`src/hw/pirc_consts.vh`:
```
// constants for the priority interrupt control block
`ifndef PIRC_CONSTS_VH
`define PIRC_CONSTS_VH

// ----------------------------------------
// register byte offsets
// ----------------------------------------
`define PIRC_OFS_STATUS 8'h00
`define PIRC_OFS_CORE 8'h04
`define PIRC_OFS_NEST_TRAP 8'h08
`define PIRC_OFS_VEC_EDGE 8'h0C
`define PIRC_OFS_FLAG0 8'h10
`define PIRC_OFS_ENABLE0 8'h14
`define PIRC_OFS_PRIO0 8'h18
`define PIRC_OFS_PRIO3 8'h24

// ----------------------------------------
// field positions
// ----------------------------------------
`define PIRC_STAT_FIELD_LO 5
`define PIRC_CORE_TOPBIT 3
`define PIRC_CORE_PSPACE 2
`define PIRC_NT_NEST 15
`define PIRC_NT_TRAP_LO 1
`define PIRC_VE_ALT 15
`define PIRC_VE_TMASK 14

// ----------------------------------------
// reset values and codes
// ----------------------------------------
`define PIRC_RST_WORD 16'h0000
`define PIRC_LVL_MAX 3'h7
`define PIRC_RESP_OKAY 2'h0
`define PIRC_RESP_DECERR 2'h3

`endif

```
`src/hw/pirc_ctrl.v`:
```
// priority interrupt controller: control/status registers, arbiter and entry/return sequencer
//
// Operation
// return pops PC and status byte, cycles 1-2
// return cycle 3 fetch as nop, 4 resumes
// entry latency same for one/two-cycle instructions
// special cases add exactly one entry cycle
// flag set by source, cleared by software
// per-source enable bit gates its flag
// per-source three-bit priority, eight levels
// sources map to bits in vector order
// cpu priority field in status bits 7:5
// level 7 masks all user interrupts
// core bit 3 forms fourth priority bit
// fourth priority bit only readable or clearable
// nesting disable bit 15, freezes priority field
// trap cause flags in bits 6:1
// bit 15 selects alternate vector table
// bit 14 shows timed mask active
// bits 4:0 select external edge polarity
// unimplemented bits ignore writes, read zero
// request presented only above cpu priority
// entry loads accepted priority into field
// nesting disabled forces field to 7
// ties resolved by lowest vector number
`timescale 1ns/1ps
`include "pirc_consts.vh"

module pirc_ctrl (
    input wire clk_i,
    input wire rst_b_i,
    // axi4-lite slave
    input wire [7:0] s_axi_awaddr,
    input wire s_axi_awvalid,
    output wire s_axi_awready,
    input wire [31:0] s_axi_wdata,
    input wire [3:0] s_axi_wstrb,
    input wire s_axi_wvalid,
    output wire s_axi_wready,
    output reg [1:0] s_axi_bresp,
    output reg s_axi_bvalid,
    input wire s_axi_bready,
    input wire [7:0] s_axi_araddr,
    input wire s_axi_arvalid,
    output wire s_axi_arready,
    output reg [31:0] s_axi_rdata,
    output reg [1:0] s_axi_rresp,
    output reg s_axi_rvalid,
    input wire s_axi_rready,
    // request sources
    input wire [15:0] periph_irq_i,
    input wire [4:0] ext_irq_i,
    input wire [5:0] trap_set_i,
    // processor core side
    input wire trap_enter_i,
    input wire timed_mask_instr_active_i,
    input wire extra_latency_i,
    input wire return_from_interrupt_instr_i,
    input wire [7:0] pop_status_low_byte_i,
    input wire pop_priority_level_top_bit_i,
    output wire irq_pending_o,
    output wire irq_ack_o,
    output reg [3:0] ack_vector_o,
    output wire ctx_save_o,
    output wire vec_fetch_o,
    output wire isr_fetch_o,
    output wire ret_pop_o,
    output wire ret_nop_o,
    output wire ret_resume_o,
    output wire [7:0] status_low_byte_o,
    output wire priority_level_top_bit_o,
    output wire alternate_table_select_o,
    output wire program_space_visibility_o
);

// ----------------------------------------
// sequencer states
// ----------------------------------------
localparam [3:0] ST_IDLE = 4'h0;
localparam [3:0] ST_STALL = 4'h1;
localparam [3:0] ST_SAVE = 4'h2;
localparam [3:0] ST_VEC = 4'h3;
localparam [3:0] ST_ISR = 4'h4;
localparam [3:0] ST_RPOP1 = 4'h5;
localparam [3:0] ST_RPOP2 = 4'h6;
localparam [3:0] ST_RNOP = 4'h7;
localparam [3:0] ST_RRES = 4'h8;

// ----------------------------------------
// registers and signals
// ----------------------------------------
reg [2:0] cpu_priority_field;
reg priority_level_top_bit;
reg [3:0] status_low;
reg pspace_vis;
reg nesting_disable;
reg [5:0] trap_flags;
reg alt_table;
reg [4:0] edge_pol;
reg [15:0] request_flag_reg_zero;
reg [15:0] source_enable_reg_zero;
reg [47:0] source_priority_regs;
reg [4:0] ext_s1;
reg [4:0] ext_s2;
reg [4:0] ext_d;
reg [3:0] state;
reg [3:0] next_state;
reg [2:0] acc_level;
reg [7:0] aw_addr;
reg aw_held;
reg [31:0] w_data;
reg [3:0] w_strb;
reg w_held;
reg [3:0] best_id;
reg [2:0] best_lvl;
reg found;
reg [2:0] lvl;
reg [31:0] rd_word;
reg rd_hit;
integer i;
integer j;
integer m;

wire wr_fire = aw_held && w_held && !s_axi_bvalid;
wire [4:0] ext_edge;
wire [15:0] set_vec;
wire prio_wr;
wire [1:0] prio_idx;
wire [1:0] rd_idx;
wire [15:0] merged;

// ----------------------------------------
// byte-lane merge of a 16-bit register
// ----------------------------------------
function [15:0] lane_merge;
    input [15:0] old_v;
    input [31:0] new_v;
    input [3:0] strb;
    begin
        lane_merge[7:0] = strb[0] ? new_v[7:0] : old_v[7:0];
        lane_merge[15:8] = strb[1] ? new_v[15:8] : old_v[15:8];
    end
endfunction

// priority word index, wraps so the first priority word is index 0
function [1:0] prio_index;
    input [7:0] addr;
    reg [2:0] sum;
    begin
        sum = {1'b0, addr[3:2]} + 3'h2;
        prio_index = sum[1:0];
    end
endfunction

// ----------------------------------------
// axi4-lite write channel
// ----------------------------------------
assign s_axi_awready = !aw_held;
assign s_axi_wready = !w_held;

// hold address and data until both are present, then answer
always @(posedge clk_i or negedge rst_b_i) begin
    if (!rst_b_i) begin
        aw_held <= 1'b0;
        w_held <= 1'b0;
        aw_addr <= 8'h00;
        w_data <= 32'h0000_0000;
        w_strb <= 4'h0;
        s_axi_bvalid <= 1'b0;
        s_axi_bresp <= `PIRC_RESP_OKAY;
    end else begin
        if (s_axi_awvalid && !aw_held) begin
            aw_held <= 1'b1;
            aw_addr <= s_axi_awaddr;
        end
        if (s_axi_wvalid && !w_held) begin
            w_held <= 1'b1;
            w_data <= s_axi_wdata;
            w_strb <= s_axi_wstrb;
        end
        if (wr_fire) begin
            aw_held <= 1'b0;
            w_held <= 1'b0;
            s_axi_bvalid <= 1'b1;
            s_axi_bresp <= (aw_addr[1:0] == 2'h0 && aw_addr <= `PIRC_OFS_PRIO3) ?
                `PIRC_RESP_OKAY : `PIRC_RESP_DECERR;
        end else if (s_axi_bready) begin
            s_axi_bvalid <= 1'b0;
        end
    end
end

// ----------------------------------------
// axi4-lite read channel
// ----------------------------------------
assign s_axi_arready = !s_axi_rvalid;
assign rd_idx = prio_index(s_axi_araddr);

// register read mux, unimplemented bits read zero
always @* begin
    rd_word = 32'h0000_0000;
    rd_hit = 1'b1;
    case (s_axi_araddr)
        `PIRC_OFS_STATUS: rd_word[7:0] = {cpu_priority_field, 1'b0, status_low};
        `PIRC_OFS_CORE: begin
            rd_word[`PIRC_CORE_TOPBIT] = priority_level_top_bit;
            rd_word[`PIRC_CORE_PSPACE] = pspace_vis;
        end
        `PIRC_OFS_NEST_TRAP: begin
            rd_word[`PIRC_NT_NEST] = nesting_disable;
            rd_word[6:1] = trap_flags;
        end
        `PIRC_OFS_VEC_EDGE: begin
            rd_word[`PIRC_VE_ALT] = alt_table;
            rd_word[`PIRC_VE_TMASK] = timed_mask_instr_active_i;
            rd_word[4:0] = edge_pol;
        end
        `PIRC_OFS_FLAG0: rd_word[15:0] = request_flag_reg_zero;
        `PIRC_OFS_ENABLE0: rd_word[15:0] = source_enable_reg_zero;
        default: begin
            if (s_axi_araddr >= `PIRC_OFS_PRIO0 && s_axi_araddr <= `PIRC_OFS_PRIO3 &&
                s_axi_araddr[1:0] == 2'h0) begin
                // four sources per word, one nibble each
                for (j = 0; j < 4; j = j + 1)
                    rd_word[4*j +: 3] = source_priority_regs[3*(4*rd_idx + j) +: 3];
            end else begin
                rd_hit = 1'b0;
            end
        end
    endcase
end

// one-cycle read answer
always @(posedge clk_i or negedge rst_b_i) begin
    if (!rst_b_i) begin
        s_axi_rvalid <= 1'b0;
        s_axi_rdata <= 32'h0000_0000;
        s_axi_rresp <= `PIRC_RESP_OKAY;
    end else if (s_axi_arvalid && !s_axi_rvalid) begin
        s_axi_rvalid <= 1'b1;
        s_axi_rdata <= rd_word;
        s_axi_rresp <= rd_hit ? `PIRC_RESP_OKAY : `PIRC_RESP_DECERR;
    end else if (s_axi_rready) begin
        s_axi_rvalid <= 1'b0;
    end
end

// ----------------------------------------
// external pin sync and edge detect
// ----------------------------------------
always @(posedge clk_i or negedge rst_b_i) begin
    if (!rst_b_i) begin
        ext_s1 <= 5'h00;
        ext_s2 <= 5'h00;
        ext_d <= 5'h00;
    end else begin
        ext_s1 <= ext_irq_i;
        ext_s2 <= ext_s1;
        ext_d <= ext_s2;
    end
end

// polarity 1 picks falling edge, 0 rising edge
assign ext_edge = (edge_pol & ext_d & ~ext_s2) | (~edge_pol & ~ext_d & ext_s2);
assign set_vec = periph_irq_i | {11'h000, ext_edge};

// ----------------------------------------
// priority arbiter
// ----------------------------------------
// scan from the top so the lowest index wins a tie
always @* begin
    best_id = 4'h0;
    best_lvl = 3'h0;
    found = 1'b0;
    lvl = 3'h0;
    for (i = 15; i >= 0; i = i - 1) begin
        lvl = source_priority_regs[3*i +: 3];
        if (request_flag_reg_zero[i] && source_enable_reg_zero[i] &&
            !(timed_mask_instr_active_i && lvl != `PIRC_LVL_MAX) &&
            lvl >= best_lvl) begin
            best_id = i[3:0];
            best_lvl = lvl;
            found = 1'b1;
        end
    end
end

// level 7 field leaves nothing strictly above it
assign irq_pending_o = found && ({1'b0, best_lvl} >
    {priority_level_top_bit, cpu_priority_field});

// ----------------------------------------
// entry and return sequencer
// ----------------------------------------
always @* begin
    next_state = state;
    case (state)
        ST_IDLE: begin
            if (return_from_interrupt_instr_i)
                next_state = ST_RPOP1;
            else if (irq_pending_o)
                next_state = extra_latency_i ? ST_STALL : ST_SAVE;
        end
        ST_STALL: next_state = ST_SAVE;
        ST_SAVE: next_state = ST_VEC;
        ST_VEC: next_state = ST_ISR;
        ST_ISR: next_state = ST_IDLE;
        ST_RPOP1: next_state = ST_RPOP2;
        ST_RPOP2: next_state = ST_RNOP;
        ST_RNOP: next_state = ST_RRES;
        ST_RRES: next_state = ST_IDLE;
        default: next_state = ST_IDLE;
    endcase
end

// state and accepted request latch
always @(posedge clk_i or negedge rst_b_i) begin
    if (!rst_b_i) begin
        state <= ST_IDLE;
        acc_level <= 3'h0;
        ack_vector_o <= 4'h0;
    end else begin
        state <= next_state;
        if (state == ST_IDLE && !return_from_interrupt_instr_i && irq_pending_o) begin
            acc_level <= best_lvl;
            ack_vector_o <= best_id;
        end
    end
end

assign irq_ack_o = (state == ST_SAVE);
assign ctx_save_o = (state == ST_SAVE);
assign vec_fetch_o = (state == ST_VEC);
assign isr_fetch_o = (state == ST_ISR);
assign ret_pop_o = (state == ST_RPOP1) || (state == ST_RPOP2);
assign ret_nop_o = (state == ST_RNOP);
assign ret_resume_o = (state == ST_RRES);
assign status_low_byte_o = {cpu_priority_field, 1'b0, status_low};
assign priority_level_top_bit_o = priority_level_top_bit;
assign alternate_table_select_o = alt_table;
assign program_space_visibility_o = pspace_vis;

// ----------------------------------------
// control and status registers
// ----------------------------------------
assign prio_wr = wr_fire && aw_addr >= `PIRC_OFS_PRIO0 && aw_addr <= `PIRC_OFS_PRIO3 &&
    aw_addr[1:0] == 2'h0;
assign prio_idx = prio_index(aw_addr);
// flag word after the byte-lane merge of a software write
assign merged = lane_merge(request_flag_reg_zero, w_data, w_strb);

// software writes, hardware events win over them
always @(posedge clk_i or negedge rst_b_i) begin
    if (!rst_b_i) begin
        cpu_priority_field <= 3'h0;
        priority_level_top_bit <= 1'b0;
        status_low <= 4'h0;
        pspace_vis <= 1'b0;
        nesting_disable <= 1'b0;
        trap_flags <= 6'h00;
        alt_table <= 1'b0;
        edge_pol <= 5'h00;
        request_flag_reg_zero <= `PIRC_RST_WORD;
        source_enable_reg_zero <= `PIRC_RST_WORD;
        source_priority_regs <= 48'h0000_0000_0000;
    end else begin
        // status word: field frozen while nesting is off
        if (wr_fire && aw_addr == `PIRC_OFS_STATUS && w_strb[0]) begin
            status_low <= w_data[3:0];
            if (!nesting_disable)
                cpu_priority_field <= w_data[7:5];
        end
        // core word: top level bit may only be cleared
        if (wr_fire && aw_addr == `PIRC_OFS_CORE && w_strb[0]) begin
            pspace_vis <= w_data[`PIRC_CORE_PSPACE];
            if (!w_data[`PIRC_CORE_TOPBIT])
                priority_level_top_bit <= 1'b0;
        end
        if (wr_fire && aw_addr == `PIRC_OFS_NEST_TRAP) begin
            if (w_strb[1])
                nesting_disable <= w_data[`PIRC_NT_NEST];
            if (w_strb[0])
                trap_flags <= w_data[6:1] | trap_set_i;
            else
                trap_flags <= trap_flags | trap_set_i;
        end else begin
            trap_flags <= trap_flags | trap_set_i;
        end
        if (wr_fire && aw_addr == `PIRC_OFS_VEC_EDGE) begin
            if (w_strb[1])
                alt_table <= w_data[`PIRC_VE_ALT];
            if (w_strb[0])
                edge_pol <= w_data[4:0];
        end
        // flags: a set in the clearing cycle survives
        if (wr_fire && aw_addr == `PIRC_OFS_FLAG0) begin
            request_flag_reg_zero <= merged | set_vec;
        end else begin
            request_flag_reg_zero <= request_flag_reg_zero | set_vec;
        end
        if (wr_fire && aw_addr == `PIRC_OFS_ENABLE0)
            source_enable_reg_zero <= lane_merge(source_enable_reg_zero, w_data, w_strb);
        if (prio_wr) begin
            for (m = 0; m < 4; m = m + 1)
                if (w_strb[m / 2])
                    source_priority_regs[3*(4*prio_idx + m) +: 3] <= w_data[4*m +: 3];
        end
        // hardware updates of the priority level
        if (state == ST_SAVE)
            cpu_priority_field <= nesting_disable ? `PIRC_LVL_MAX : acc_level;
        else if (state == ST_RPOP2) begin
            cpu_priority_field <= pop_status_low_byte_i[7:5];
            status_low <= pop_status_low_byte_i[3:0];
            priority_level_top_bit <= pop_priority_level_top_bit_i;
        end
        if (trap_enter_i)
            priority_level_top_bit <= 1'b1;
    end
end

endmodule // pirc_ctrl

```
`config.mk`:
```
export PLATFORM = sky130hd
export DESIGN_NAME = pirc_ctrl
export DESIGN_NICKNAME = d
export VERILOG_FILES = /design/src/hw/pirc_ctrl.v
export VERILOG_INCLUDE_DIRS = /design/src /design/src/hw
export SDC_FILE = /design/constraint.sdc
export NUM_CORES = 1
export LEC_CHECK = 0
export CORE_UTILIZATION = 35
export CTS_CLUSTER_SIZE = 20
export DETAILED_ROUTE_END_ITERATION = 16
export DONT_BUFFER_PORTS = 1
export SLEW_MARGIN = 20
export SYNTH_ARGS = -nofsm -noshare
export SYNTH_HDL_FRONTEND = slang
export SYNTH_SLANG_ARGS = --single-unit
export TNS_END_PERCENT = 100
```
`constraint.sdc`:
```
create_clock -name clk_i -period 46 [get_ports clk_i]
set_input_delay 11.5 -clock clk_i [delete_from_list [all_inputs] [get_ports clk_i]]
set_output_delay 11.5 -clock clk_i [all_outputs]
set_load 0.05 [all_outputs]
```
==> results of run 1 <==
## registers in the layout, indices dropped and copies added, names as in the netlist, 2 cells and up
register	cells
source_priority_regs	48
request_flag_reg_zero	16
s_axi_rdata	16
source_enable_reg_zero	16
w_data	16
aw_addr	8
trap_flags	6
edge_pol	5
ext_d	5
ext_s1	5
ext_s2	5
ack_vector_o	4
state	4
status_low	4
acc_level	3
cpu_priority_field	3
w_strb	2
## metal layers
metal  routed length (um)  vias up  global-route usage
met5                    0        -                   0
met4                  764        0              0.0793
met3                 1990       42              0.0369
met2                15200      292               0.326
met1                14700     4497               0.276
li1                     -     4293                   -
## area by class of cell
class	instances	area (um2)	area share
antenna	1	2.50	0.000208
clock buffer	18	439	0.0364
clock inverter	14	193	0.0160
inverter	39	146	0.0121
multi-input combinational	913	6280	0.521
sequential	176	4400	0.365
tap	396	495	0.0411
timing repair buffer	11	86.3	0.00716
## placed cells by master, fill, tap and decap left out, drive strengths merged, types with 25 or more instances in the layout
cell,netlist,routed
nand2,171,171
ha,32,32
nand3,56,56
mux2,68,68
inv,39,45
nor2,70,70
o21ai,72,72
a21oi,54,54
dfrtp,176,176
a22o,25,25
nor3,29,29
## kinds of logic after synthesis
logic type,Yosys count,synth area share
AND/OR/NAND/NOR,446,0.197
AO/OA/AOI/OAI,323,0.216
flip-flops,176,0.398
buffers and inverters,107,0.0454
multiplexers,93,0.106
adder cells (fa/ha/maj),34,0.0381
other,1,0.000339
## synth_stat cells, types with 4 or more instances
cell type,number
dfrtp_1,176
nand2_1,171
nor2_1,70
o21ai_0,69
mux2_2,63
nand3_1,55
a21oi_1,50
inv_1,39
clkbuf_1,36
ha_1,32
nor3_1,27
a22o_1,25
nor2b_1,22
nand2b_1,21
buf_4,20
and2_1,19
a211o_1,14
a211oi_1,14
o31ai_1,14
a31oi_1,13
mux2i_1,13
o21a_1,13
mux4_2,12
a21o_1,11
a22oi_1,11
and3_1,10
nand3b_1,9
a21boi_0,6
a221oi_1,6
buf_1,6
nand4_1,6
o211ai_1,6
a2111oi_0,4
a221o_1,4
a32o_1,4
and4_1,4
o221ai_1,4
or2_2,4
or3_1,4
## report_power, final
part           switching, mW  total, mW  internal (mW)
registers             0.0748      0.255          0.180
clock network         0.0715      0.156         0.0848
logic                 0.0810      0.136         0.0550
## how the worst max path moves through the flow
stage / startpoint / endpoint / slack [ns] / cells past startpoint
floorplan: timed_mask_instr_active_i / irq_pending_o / 2.98 / 101
global placement: timed_mask_instr_active_i / irq_pending_o / 1.71 / 98
detailed placement: timed_mask_instr_active_i / irq_pending_o / 1.40 / 98
CTS: timed_mask_instr_active_i / irq_pending_o / 1.36 / 98
global route: timed_mask_instr_active_i / irq_pending_o / 0.13 / 98
finish: timed_mask_instr_active_i / irq_pending_o / 1.97 / 98
## per-stage QoR
stage / worst slack [ns] / total power [mW] / hold WS, ns / cell area [um2]
3_3_place_gp: 1.71 / 0.391 / 0.333 / 11400
5_1_grt: 0.129 / 0.574 / 0.358 / 12100
6_report: 1.97 / 0.547 / 0.348 / 12100
2_1_floorplan: 2.98 / 0.348 / 0.331 / 11100
4_1_cts: 1.36 / 0.550 / 0.355 / 12000
3_5_place_dp: 1.40 / 0.394 / 0.339 / 11400
==> run_results.csv, run 1 <==
group,metric,value,unit
sta,hold_viol,0,
routing,first_pass_iters,11,
yosys,syn_area_per_cell,9.38,um2
floorplanning,die_y,180,um
sta,fin_crit_sh,0.957,
yosys,ys_warn_count,0,
sta,worst_pin_slew,1.11,ns
min_path,min-delay-path-class,"flop to flop",
yosys,synth-edff-count,0,
min_path,min-delay-start,"ext_s1[3]",
finish,drive_gt1_frac,0.144,
clock_network,clk_pin_slew,0.07,ns
routing,wl_per_cell,20.8,um
floorplanning,initial_core_util,0.359,
finish,layout.cells.non_filler,1568,
pwr,ir_drop,34.1,uV
clock_network,postCtsHoldBufs,0,
global_route,grtUsageTotal,0.205,
yosys,synthArstFlopShare,1.00,
sta,rsz0062_at_grt,"false",
finish,final_core_util,0.391,
setup_path,critPathTopFamily,"compound AO/OA/AOI/OAI gates",
yosys,yosys_most_used_dff,"dfrtp_1",
sta,clock.fmax,0.0227,GHz
clock_network,cts_made_buffers,17,
clock_network,clkSinkCount,176,
outcome,outcome,"finished, violations left",
setup_path,path_buf_inv,4,
setup_path,r2r-end,"acc_level[0]",
sta,fin_tns_setup,0,ns
sta,post-route-min-period,44.03,ns
setup_path,slowest_stage,"a41oi_4",
yosys,ys_seq_area_frac,0.398,
sta,slew_viol_final,0,
clock_network,cts_setup_buffers,0,
yosys,synth.distinct_cells,96,
setup_path,crit_required,34.50,ns
floorplanning,die_x,180,um
setup_path,cp-end-kind,"output pin",
yosys,synth.top_cells.by_area,"dfrtp_1, mux2_2, nand2_1",
clock_network,cts_tree,"yes",
clock_network,cts-root-buf,"clkbuf_16",
clock_network,clk_latency,0.45,ns
setup_path,cp.arrival,32.53,ns
floorplanning,coreArea,30800,um2
placement,hpwl,24800,um
setup_path,critPathLaunchType,"input port",
pwr,p_per_area,45.4,nW/um2
clock_network,clockBufferDepth,2,
routing,drt_iter0_markers,747,
setup_path,critical_path.most_common_cell,"ha_1",
sta,slew_headroom,0.260,
flow_run,cap_violations,0,
routing,ant_nets,0,
setup_path,r2r_cells,103,
pwr,p_leak,4.88,nW
sta,finalClockSkew,0.0144,ns
setup_path,rr_startpoint,"request_flag_reg_zero[15]",
placement,place_congestion,0.911,
floorplanning,io_pins,163,
placement,io_buffers,0,
floorplanning,dieArea,32300,um2
clock_network,post_cts_resized,0,
setup_path,worst-path-max-fanout,31,
routing,drc_errors,5,
yosys,synth_top_area_frac,0.398,
global_route,grt_remaining_overflow,0,
yosys,syn_area,11100,um2
yosys,syn_inst,1180,
routing,via_per_inst,5.82,
setup_path,cp_slowest_stage_delay,0.52,ns
setup_path,r2r_slack,23.40,ns
global_route,grt_pass1_wl,51200,um
placement,dp.cells,1535,
yosys,yosys.area.top_type,"dfrtp_1",
min_path,hold_depth,0,
sta,finalSetupViolCount,0,
finish,area_delta_synth_final,8.87,%
global_route,antenna_found_initial,1,
min_path,holdPathEnd,"ext_s2[3]",
floorplanning,fp-row-count,64,
finish,nFillCells,3026,
outcome,violations,"design-rule violations",
finish,layout.nets,1289,
global_route,grt_pass1_vias,8648,
routing,vias,9124,
global_route,grt_max_degree,177,
setup_path,crit_type,"input port to output pin",
routing,drt-total-wl,32600,um
yosys,synth_seq_cells,176,
clock_network,cts_max_level,4,
Note: power is estimated with default switching activity, not from simulation.
==> inputs of run 2 (changes only) <==
Settings changed: CORE_UTILIZATION 35 to 40.
==> run_results.csv, run 2 (same netlist as run 1, synthesis figures left out) <==
group,metric,value,unit
outcome,outcome,"finished, final reports clean",
global_route,grt_use_met3,0.0390,
min_path,min-delay-path-class,"flop to flop",
setup_path,path_buf_inv,5,
floorplanning,coreArea,27000,um2
floorplanning,dieArea,28300,um2
finish,final_common_cell,"dfrtp_1",
setup_path,cp.arrival,32.71,ns
routing,vias,9187,
pwr,p_leak,4.88,nW
sta,slew_viol_final,0,
finish,largest_reg_flops,48,
finish,nFillCells,2628,
clock_network,cts_max_level,4,
global_route,antenna_found_initial,1,
sta,finalSetupViolCount,0,
finish,layout.nets,1289,
clock_network,postCtsHoldBufs,0,
global_route,grt.busiest_layer,"met2",
clock_network,post_cts_resized,0,
sta,slew_headroom,0.262,
setup_path,crit_required,34.50,ns
setup_path,slowest_stage,"a2111oi_0",
pwr,combPwrFrac,0.246,
finish,layout.cells.non_filler,1513,
global_route,grt_pass1_vias,8590,
setup_path,worst-path-max-fanout,31,
clock_network,clockBufferDepth,2,
finish,area_delta_synth_final,8.38,%
finish,top_register,"source_priority_regs",
global_route,grt_use_met2,0.368,
setup_path,crit_type,"input port to output pin",
setup_path,critPathLaunchType,"input port",
routing,via_per_inst,6.07,
routing,first_pass_iters,7,
floorplanning,die_y,168,um
pwr,p_total,0.552,mW
routing,drt_iter0_markers,824,
setup_path,critical_path.most_common_cell,"ha_1",
setup_path,cp-end-kind,"output pin",
finish,drive_gt1_frac,0.146,
pwr,power.switching,0.240,mW
clock_network,clk_pin_slew,0.09,ns
floorplanning,fp-row-count,60,
routing,ant_nets,0,
placement,dp.cells,1480,
global_route,grtUsageTotal,0.236,
finish,ff_latch_area,4400,um2
global_route,grt_pass1_wl,51200,um
finish,final_core_util,0.444,
pwr,p_per_area,46.0,nW/um2
global_route,met1_usage,0.337,
clock_network,cts_tree,"yes",
sta,clock.fmax,0.0226,GHz
clock_network,cts-root-buf,"clkbuf_16",
pwr,p_int,0.312,mW
placement,hpwl,24500,um
sta,fin_tns_setup,0,ns
clock_network,clk_latency,0.46,ns
sta,worst_pin_slew,1.11,ns
pwr,pwr-share-seq,0.461,
finish,multi_input_area,6280,um2
routing,drt-total-wl,32800,um
setup_path,cp_slowest_stage_delay,0.50,ns
pwr,p_sw_frac,0.434,
sta,post-route-min-period,44.21,ns
pwr,pwr-share-clk,0.293,
floorplanning,die_x,168,um
clock_network,cts_setup_buffers,0,
clock_network,clkSinkCount,176,
sta,hold_viol,0,
flow_run,cap_violations,0,
routing,drc_errors,0,
global_route,grt_remaining_overflow,0,
setup_path,critPathTopFamily,"compound AO/OA/AOI/OAI gates",
finish,layout_common_cells,"dfrtp_1, nand2_1, nor2_1, o21ai_0, mux2_2",
clock_network,cts_made_buffers,17,
sta,finalClockSkew,0.0187,ns
routing,wl_per_cell,21.7,um
sta,rsz0062_at_grt,"false",
global_route,grt_max_degree,177,
sta,fin_crit_sh,0.961,
sta,hold_ws,0.355,ns
pwr,ir_drop,36.5,uV
floorplanning,io_pins,163,
placement,io_buffers,0,
placement,place_congestion,0.913,
floorplanning,initial_core_util,0.410,
[run 2: area by class of cell]
type                       instances  area share
antenna                            1    0.000209
clock inverter                    15      0.0187
sequential                       176       0.367
timing repair buffer              11     0.00720
multi-input combinational        913       0.524
inverter                          39      0.0122
tap                              341      0.0356
clock buffer                      17      0.0355
[run 2: power by group through the flow]
stage	clock network [mW]	registers, mW	logic (mW)
after floorplan	0	0.224	0.124
after global placement	0	0.256	0.133
after detailed placement	0	0.257	0.135
after CTS	0.164	0.253	0.135
after global routing	0.169	0.259	0.149
final	0.162	0.255	0.136
[run 2: worst register-to-register path: cells and delay by family (launching register included)]
kind                       cells  cell delay (ns)
AOI/OAI and AO/OA             43             9.65
adders and majority gates     18             5.02
buffers and inverters          4             0.49
DFF                            1             0.48
muxes                          5             1.84
and+or+nand+nor               31             5.20
[run 2: through the flow]
stage	worst slack, ns	cell area [um2]
6_report	1.79	12000
5_1_grt	0.0134	12000
4_1_cts	0.937	12000
3_5_place_dp	1.06	11300
3_3_place_gp	1.44	11300
2_1_floorplan	2.98	11100
[run 2: metal layers]
| layer | wire [um] | vias up | part of all wire |
|---|---|---|---|
| met1 | 15300 | 4568 | 0.47 |
| li1 | - | 4286 | - |
| met5 | 0 | - | 0 |
| met4 | 573 | 0 | 0.017 |
| met3 | 1900 | 41 | 0.058 |
| met2 | 15000 | 292 | 0.46 |
[run 2: worst paths after layout]
path	start	to	slack (ns)	cells past startpoint
max	timed_mask_instr_active_i	irq_pending_o	1.79	98
min reg2reg	ext_s1[4]	ext_s2[4]	0.36	0
max in group asynchronous	rst_b_i	source_enable_reg_zero[7]	34.88	0
max reg2reg	request_flag_reg_zero[15]	acc_level[0]	23.27	101
min in group asynchronous	rst_b_i	w_data[9]	10.75	0
min	ext_s1[4]	ext_s2[4]	0.36	0
